$ cat src/vlim_pkg.sv
// Package: offsets, field layout, weights and state types for the voltage setting registers
package vlim_pkg;
    // Byte offsets of the two 16-bit settings
    localparam logic [7:0]  SRC_LO_ADDR    = 8'h06;
    localparam logic [7:0]  SRC_HI_ADDR    = 8'h07;
    localparam logic [7:0]  FLOOR_LO_ADDR  = 8'h0A;
    localparam logic [7:0]  FLOOR_HI_ADDR  = 8'h0B;
    // Reset values
    localparam logic [15:0] SRC_RESET      = 16'h0000;
    localparam logic [15:0] FLOOR_RESET    = 16'h0000;
    // Field layout: high-byte reserved bits and writable masks
    localparam logic [7:0]  HI_RSVD_MASK   = 8'hC0;
    localparam logic [7:0]  HI_FIELD_MASK  = 8'h3F;
    localparam logic [7:0]  FLOOR_LO_MASK  = 8'hC0;
    localparam logic [7:0]  SRC_LO_MASK    = 8'hFC;
    localparam int          FLOOR_CODE_LSB = 6;
    localparam int          SRC_CODE_LSB   = 2;
    // Floor: 64 mV steps on a 3.2 V base, default 1.28 V under unloaded bus
    localparam logic [15:0] FLOOR_STEP_MV  = 16'h0040;
    localparam logic [15:0] FLOOR_BASE_MV  = 16'h0C80;
    localparam logic [15:0] FLOOR_DROOP_MV = 16'h0500;
    // Source output: code step in microvolts, optional 1.28 V base, legal window
    localparam logic [31:0] SRC_STEP_UV    = 32'h0000_1FC5;
    localparam logic [31:0] UV_PER_MV      = 32'h0000_03E8;
    localparam logic [15:0] SRC_OFFSET_MV  = 16'h0500;
    localparam logic [15:0] SRC_MIN_MV     = 16'h0BB8;
    localparam logic [15:0] SRC_MAX_MV     = 16'h5140;

    // Register byte write or read request from the serial engine
    typedef struct packed {
        logic       wr_en;
        logic       rd_en;
        logic [7:0] addr;
        logic [7:0] wdata;
    } byte_req_t;

    // Whole state of the register bank
    typedef struct packed {
        logic [7:0]  floor_lo_stage;
        logic [7:0]  src_lo_stage;
        logic [15:0] floor_reg;
        logic [15:0] src_reg;
        logic        floor_prog;
        logic [15:0] floor_mv;
        logic [15:0] src_mv;
        logic        throttle;
        logic [7:0]  rdata;
        logic        rejected;
    } bank_state_t;

    // Floor voltage in mV from the 8-bit code
    function automatic logic [15:0] floor_code_to_mv(input logic [7:0] code);
        logic [15:0] prod;
        prod = 16'(code) * FLOOR_STEP_MV;
        return 16'(prod + FLOOR_BASE_MV);
    endfunction : floor_code_to_mv
endpackage : vlim_pkg

$ cat src/src_volt_conv.sv
// Source-mode output voltage converter: code plus optional base to millivolts
`timescale 1ns/100ps
module src_volt_conv
    import vlim_pkg::*;
(
    // Code and offset select
    input  wire logic [11:0] code,
    input  wire logic        no_offset,
    // Result
    output logic [15:0]      volt_mv,
    output logic             in_range
);
    logic [31:0] scaled_mv;

    // Code scaled by the step, plus base unless the offset is switched off
    always_comb begin
        scaled_mv = (32'(code) * SRC_STEP_UV) / UV_PER_MV;
        volt_mv   = 16'(scaled_mv) + (no_offset ? 16'h0000 : SRC_OFFSET_MV);
        in_range  = (volt_mv >= SRC_MIN_MV) && (volt_mv <= SRC_MAX_MV);
    end
endmodule : src_volt_conv

$ cat src/voltage_limit_setting_regs.sv
// Input floor and source-mode output voltage setting registers with byte access
`timescale 1ns/100ps
// Overview of operation
// - Floor code bits split across both bytes
// - Floor adds fixed 3.2 V base
// - Default floor is unloaded bus minus 1.28 V
// - Input below floor triggers power throttling
// - Low reserved bits are ignored
// - Twelve-bit source code split across both bytes
// - Source code LSB weighs about 8.1 mV
// - Reject source writes outside 3..20.8 V
// - Offset select removes 1.28 V source base
module voltage_limit_setting_regs
    import vlim_pkg::*;
(
    // Clock, reset, enable
    input  wire logic                 clk_sys,
    input  wire logic                 rst_n,
    input  wire logic                 clk_en,
    // Byte register port from the serial engine
    input  wire vlim_pkg::byte_req_t  req,
    output logic [7:0]                rdata,
    output logic                      write_rejected,
    // Analog side measurements and controls
    input  wire logic [15:0]          vbus_noload_mv,
    input  wire logic [15:0]          vin_mv,
    input  wire logic                 src_no_offset,
    output logic [15:0]               floor_mv,
    output logic [15:0]               src_volt_mv,
    output logic                      input_power_throttling
);
    bank_state_t st_reg;
    bank_state_t st_next;
    logic [15:0] cand_src;
    logic [15:0] cand_mv;
    logic        cand_ok;
    logic [15:0] held_mv;

    // Candidate value for a source write: staged low byte plus incoming high byte
    assign cand_src = {req.wdata & HI_FIELD_MASK, st_reg.src_lo_stage & SRC_LO_MASK};

    // Range check on the candidate before it lands
    src_volt_conv u_cand_conv (
        .code      (cand_src[SRC_CODE_LSB +: 12]),
        .no_offset (src_no_offset),
        .volt_mv   (cand_mv),
        .in_range  (cand_ok)
    );

    // Stored code converted again so a later offset change is followed on the next enabled clock
    src_volt_conv u_held_conv (
        .code      (st_reg.src_reg[SRC_CODE_LSB +: 12]),
        .no_offset (src_no_offset),
        .volt_mv   (held_mv),
        .in_range  ()
    );

    // Next-state logic for the whole bank
    always_comb begin
        st_next          = st_reg;
        st_next.rejected = 1'b0;
        // Low bytes only stage; the pair commits on the high byte
        if (req.wr_en && req.addr == FLOOR_LO_ADDR) begin
            st_next.floor_lo_stage = req.wdata & FLOOR_LO_MASK;
        end
        if (req.wr_en && req.addr == SRC_LO_ADDR) begin
            st_next.src_lo_stage = req.wdata & SRC_LO_MASK;
        end
        if (req.wr_en && req.addr == FLOOR_HI_ADDR) begin
            if ((req.wdata & HI_RSVD_MASK) != 8'h00) begin
                st_next.rejected = 1'b1;
            end else begin
                st_next.floor_reg  = {req.wdata & HI_FIELD_MASK, st_reg.floor_lo_stage};
                st_next.floor_prog = 1'b1;
            end
        end
        if (req.wr_en && req.addr == SRC_HI_ADDR) begin
            if ((req.wdata & HI_RSVD_MASK) != 8'h00 || !cand_ok) begin
                st_next.rejected = 1'b1;
            end else begin
                st_next.src_reg = cand_src;
            end
        end
        // Until the host writes, the floor tracks the unloaded bus
        if (st_reg.floor_prog) begin
            st_next.floor_mv = floor_code_to_mv(st_reg.floor_reg[FLOOR_CODE_LSB +: 8]);
        end else begin
            st_next.floor_mv = vbus_noload_mv - FLOOR_DROOP_MV;
        end
        st_next.src_mv   = held_mv;
        st_next.throttle = vin_mv < st_reg.floor_mv;
        // Readback of the stored bytes; unmapped reads give zero
        if (req.rd_en) begin
            unique case (req.addr)
                FLOOR_LO_ADDR: st_next.rdata = st_reg.floor_reg[7:0];
                FLOOR_HI_ADDR: st_next.rdata = st_reg.floor_reg[15:8];
                SRC_LO_ADDR:   st_next.rdata = st_reg.src_reg[7:0];
                SRC_HI_ADDR:   st_next.rdata = st_reg.src_reg[15:8];
                default:       st_next.rdata = 8'h00;
            endcase
        end
    end

    // State register; the enable freezes everything
    always_ff @(posedge clk_sys) begin
        if (!rst_n) begin
            st_reg.floor_lo_stage <= 8'h00;
            st_reg.src_lo_stage   <= 8'h00;
            st_reg.floor_reg      <= FLOOR_RESET;
            st_reg.src_reg        <= SRC_RESET;
            st_reg.floor_prog     <= 1'b0;
            st_reg.floor_mv       <= 16'h0000;
            st_reg.src_mv         <= 16'h0000;
            st_reg.throttle       <= 1'b0;
            st_reg.rdata          <= 8'h00;
            st_reg.rejected       <= 1'b0;
        end else if (clk_en) begin
            st_reg <= st_next;
        end
    end

    // Outputs straight from flip-flops
    assign rdata                  = st_reg.rdata;
    assign write_rejected         = st_reg.rejected;
    assign floor_mv               = st_reg.floor_mv;
    assign src_volt_mv            = st_reg.src_mv;
    assign input_power_throttling = st_reg.throttle;
endmodule : voltage_limit_setting_regs

$ cat config.mk
export PLATFORM = sky130hd
export DESIGN_NAME = voltage_limit_setting_regs
export DESIGN_NICKNAME = d
export VERILOG_FILES = /design/src/vlim_pkg.sv /design/src/src_volt_conv.sv /design/src/voltage_limit_setting_regs.sv
export SDC_FILE = /design/constraint.sdc
export NUM_CORES = 1
export LEC_CHECK = 0
export BUFFER_PORTS_ARGS = -buffer_cell sky130_fd_sc_hd__buf_2
export CORE_UTILIZATION = 65
export DETAILED_ROUTE_END_ITERATION = 12
export GPL_TIMING_DRIVEN = 0
export PLACE_DENSITY = 0.84
export REMOVE_ABC_BUFFERS = 1
export SYNTH_ARGS = -nofsm -noshare
export SYNTH_HDL_FRONTEND = slang
export SYNTH_HIERARCHICAL = 1
export SYNTH_SLANG_ARGS = --single-unit
$ cat constraint.sdc
create_clock -name clk_sys -period 17.2 [get_ports clk_sys]
set_input_delay 1.72 -clock clk_sys [delete_from_list [all_inputs] [get_ports clk_sys]]
set_output_delay 1.72 -clock clk_sys [all_outputs]
set_load 0.05 [all_outputs]
### Word level (Yosys, flattened, before mapping)

Cells that the tools add are included.

| word-level totals | value |
|---|---|
| input bits | 54 |
| bits in registers | 71 |
| output and inout port bits | 42 |

| operators by class | value |
|---|---|
| bitwise logic cells | 2 |
| divide/modulo/power cells | 2 |
| mux-type cells | 7 |
| order comparisons | 3 |
| $mul | 2 |
| reductions and logical operators | 13 |
| equal/unequal tests | 4 |
| add/subtract/negate cells | 4 |

Operator list:

| kind | number |
|---|---|
| $div 25x10->32 const B | 2 |
| $mul 12x13->25 const B | 2 |
| $pmux 8 s4 | 1 |
| $add 16x11->16 | 1 |
| $add 16x16->16 | 1 |
| $eq 8x3->1 const B | 2 |
| $eq 8x4->1 const B | 2 |
| $ge 16x12->1 const B | 1 |
| $le 16x15->1 const B | 1 |
| $lt 16x16->1 | 1 |
| $mux 16 | 1 |
| $sub 16x11->16 const B | 1 |
| $add 14x12->15 const B | 1 |
| $mux 11 | 1 |
| $reduce_bool 8->1 | 1 |
| $reduce_and 2->1 | 3 |
| $reduce_and 3->1 | 2 |
| $logic_and 1x1->1 | 5 |
| $mux 1 | 4 |
| $not 1->1 | 2 |
| $logic_not 1->1 | 1 |
| $logic_or 1x1->1 | 1 |

### Longest topological paths before layout

| depth | value |
|---|---|
| depth in word-level cells | 9 |
| gate-level depth with buffers | 69 |

### Hierarchy

The synthesis kept the hierarchy.

Modules (own cells, without submodules):

| module | instances | area an instance (um2) | sequential area each (um2) | cells an instance |
|---|---|---|---|---|
| src_volt_conv | 2 | 8032.7 | 0.0 | 1068 |
| voltage_limit_setting_regs | 1 | 3731.1 | 1421.4 | 423 |

### Worst setup path before layout

No wires, ideal clock.

| path | value |
|---|---|
| kind | input -> register |
| start | input port req[3] (netlist bit) |
| end | register st_reg[52] (netlist bit) |
| data required time | 17.081 ns |
| cell stages on the path | 55 |
| arrival | 15.864 ns |
| path slack | 1.217 ns |
| path buffers | 4 |
| cell sequence | fa_1 -> inv_1 -> fa_1 -> inv_1 -> fa_1 -> fa_1 -> ha_1 -> ha_1 -> and4_1 -> o2111ai_2 -> a211oi_2 -> nor4b_1 -> or3_1 -> buf_6 -> or4_4 -> a32oi_2 -> o211ai_1 -> mux2i_2 -> [... 19 more ...] -> nand3_2 -> a31oi_2 -> o21ai_0 -> xor2_1 -> a31oi_4 -> buf_4 -> o21a_1 -> nor3_2 -> a22oi_1 -> xor2_1 -> nor4_1 -> o311ai_1 -> nand3_1 -> and2_1 -> nand4_2 -> buf_2 -> nand3_1 -> o21ai_1 |

| on the way | value |
|---|---|
| longest elaborated chain between the ends | 9 |
| elaborated cells between the ends (all ways) | 10 |

RTL lines:

| item | RTL line | RTL |
|---|---|---|
| from (decl) | voltage_limit_setting_regs.sv:21 | `input wire vlim_pkg::byte_req_t req,` |
| $mul 12x13->25 (*) | src_volt_conv.sv:17 | `scaled_mv = (32'(code) * SRC_STEP_UV) / UV_PER_MV;` |
| $div 25x10->32 (*) | src_volt_conv.sv:17 |  |
| $add 16x16->16 (*) | src_volt_conv.sv:18 | `volt_mv = 16'(scaled_mv) + (no_offset ? 16'h0000 : SRC_OFFSET_MV);` |
| named net cand_mv[6] | voltage_limit_setting_regs.sv:35 | `logic [15:0] cand_mv;` |
| $ge 16x12->1 / $le 16x15->1 (equally long branches) | src_volt_conv.sv:19 | `in_range = (volt_mv >= SRC_MIN_MV) && (volt_mv <= SRC_MAX_MV);` |
| $logic_and 1x1->1 (*) | src_volt_conv.sv:19 |  |
| named net cand_ok | voltage_limit_setting_regs.sv:36 | `logic cand_ok;` |
| $logic_not 1->1 (*) | voltage_limit_setting_regs.sv:78 | `if ((req.wdata & HI_RSVD_MASK) != 8'h00 \|\| !cand_ok) begin` |
| $logic_or 1x1->1 (*) | voltage_limit_setting_regs.sv:78 |  |
| $not 1->1 (no source line) (*) | n/a |  |
| $reduce_and 3->1 (no source line) (*) | n/a |  |
| to (signal assigned) | voltage_limit_setting_regs.sv:118 | `st_reg <= st_next;` |
| to (decl) | voltage_limit_setting_regs.sv:32 | `bank_state_t st_reg;` |

The timed path passes the listed nets; every way through them passes the cells marked *.
A chain may end at the register's enable or synchronous reset.

### Final worst setup path

| path | value |
|---|---|
| start | input port req[3] (netlist bit) |
| end | register st_reg[50] (netlist bit) |

The elaborated chain is that of the path after synthesis.

==> impl_metrics.tcl <==
set metrics [dict create \
    areaGrowthSynthToFinish_pct 8.19 \
    slew_viol_final 0 \
    clock-sinks 71 \
    drcViolationCount 0 \
    antenna_found_initial 5 \
    h-tree-depth 3 \
    largest_reg_flops 23 \
    r2r_end "src_volt_mv[0]$_SDFFE_PN0P_" \
    worstPathMaxFanout 11 \
    slowest_delay_ns 0.65 \
    holdCritStartpoint "st_reg[90]$_SDFFE_PN0P_" \
    cp_num_buf_inv 7 \
    drv_cap 0 \
    hold_buffers 0 \
    gp_congestion 0.953 \
    final.setup.tns_ns 0 \
    fp-row-count 63 \
    syn_area_um2 19600 \
    critPathTopFamily "compound AO/OA/AOI/OAI gates" \
    grt_pass1_wl_um 85900 \
    cts_buffers 9 \
    grt_max_degree 83 \
    clock_latency_ns 0.35 \
    coreArea_um2 29600 \
    synthesis.instances 2525 \
    drive_above_1_share 0.168 \
    worstSetupStartpoint "req[3]" \
    die_x_um 176 \
    crit_slowest_cell "fa_2" \
    grt_pass1_vias 18265 \
    dieArea_um2 30800 \
    crit_path_end_kind "register" \
    dieHeight_um 176 \
    r2r_start "st_reg[49]$_SDFFE_PN0P_" \
    reg2reg_slack_ns 0.81 \
    finalNetCount 2859 \
    cts_buffer_depth 2 \
    drt-initial-drc-count 2079 \
    antenna_left 0 \
    port_buffers 95 \
    critPathLaunchType "input pin" \
    max_freq_mhz 59.7 \
    worstSetupPathType "input pin to register" \
    fin_skew_ns 0.00719 \
    slew_headroom 0.0767 \
    tightest_slew_ns 1.38 \
    min_path_cells 2 \
    track_usage 0.329 \
    global_route.usage.met1 0.405 \
    min_path_type "register to register" \
    ff2ff_path_depth 55 \
    use_met3 0.0221 \
    final_util 0.715 \
    cp.arrival_ns 17.03 \
    hold_ws_ns 0.463 \
    fill_cells 2327 \
    synth_warnings 6 \
    busiest_layer "met2" \
    ios 96 \
    cts-root-buf "clkbuf_16" \
    drtPass1Iterations 6 \
    viasPerCell 6.77 \
    hold_violations 0 \
    worstPathRequired_ns 17.47 \
    overflow 0 \
    drt_wl_total_um 54500 \
    cp_common_cell "fa_1" \
    outcome "finished, final reports clean" \
    vias 19897 \
    fin_crit_ns 16.76 \
    setup_violations 0 \
    min_to "st_reg[66]$_SDFFE_PN0P_" \
    cts_tree "built" \
    start_util 0.661 \
    path_clk_slew_ns 0.06 \
    wl_per_cell_um 18.6 \
    synth.avg_cell_area_um2 7.76 \
    post-route-period-util 0.974 \
    post-dp-hpwl_um 40600 \
    met2_usage 0.594 \
]
-- worst max-delay path by stage --
stage	to	cells after the start
finish	st_reg[50]$_SDFFE_PN0P_	54
global route	st_reg[50]$_SDFFE_PN0P_	56
CTS	st_reg[55]$_SDFFE_PN0P_	56
detailed placement	st_reg[55]$_SDFFE_PN0P_	53
global placement	st_reg[45]$_SDFFE_PN0P_	55
floorplan	st_reg[45]$_SDFFE_PN0P_	50
-- placed cells by master (no fill, tap or decap), types with 12 or more instances in the layout --
master,instances
a211o_1,15
a211oi_1,40
a21o_1,31
a21oi_1,128
a22oi_1,14
a31oi_1,33
and2_1,32
and3_1,18
buf_2,95
buf_4,39
dfxtp_1,71
fa_1,96
ha_1,168
inv_1,237
mux2_2,14
mux2i_1,57
nand2_1,196
nand2b_1,20
nand3_1,87
nand4_1,24
nor2_1,141
nor2b_1,38
nor3_1,71
nor3_2,19
nor4_1,21
o211a_1,12
o211ai_1,26
o21a_1,21
o21ai_0,103
o21ai_1,49
o22ai_1,18
o31ai_1,13
or2_1,14
or3_1,29
or4_1,16
xnor2_1,70
xnor2_2,14
xor2_1,35
-- area by class of cell --
type / count / area (µm²) / share of cell area
Multi-Input combinational cell: 2072 / 17200 / 0.813
Antenna cell: 4 / 10.0 / 0.000472
Timing Repair Buffer: 134 / 768 / 0.0363
Inverter: 250 / 947 / 0.0447
Clock buffer: 12 / 246 / 0.0116
Sequential cell: 71 / 1420 / 0.0671
Clock inverter: 4 / 77.6 / 0.00366
Tap cell: 390 / 488 / 0.0230
-- layer usage --
| metal | share of wire | up-vias |
|---|---|---|
| li1 | - | 9300 |
| met1 | 0.41 | 9486 |
| met2 | 0.51 | 951 |
| met3 | 0.054 | 158 |
| met4 | 0.033 | 2 |
| met5 | 0.00020 | - |
-- worst register-to-register path: cells and delay by family, from the launching register on --
kind | cells | cell delay [ns]
adder cells (fa/ha/maj) | 6 | 3.07
XOR/XNOR | 1 | 0.24
flip-flops | 1 | 0.56
AND/OR/NAND/NOR | 16 | 4.61
buffers and inverters | 8 | 0.86
AO/OA/AOI/OAI | 20 | 5.88
multiplexers | 4 | 1.08
-- metrics by stage --
step | instances | cell area, µm² | setup WS, ns
after detailed placement | 2874 | 19700 | -1.39
after CTS | 2904 | 20300 | 0.0679
after global placement | 2874 | 19700 | -1.17
final | 2937 | 21200 | 0.444
after floorplan | 2389 | 18800 | 1.01
after global routing | 2937 | 21200 | -0.136
-- repair_timing --
item                       CTS  global route
cloned                       0             4
setup buffers               14            25
setup endpoints to repair   13            15
gates resized for setup     27           121
pin swaps                    9            21
Power is left out: the tool's default activity adds up to more than one toggle a clock period on the data nets, which glitch-free logic cannot reach.
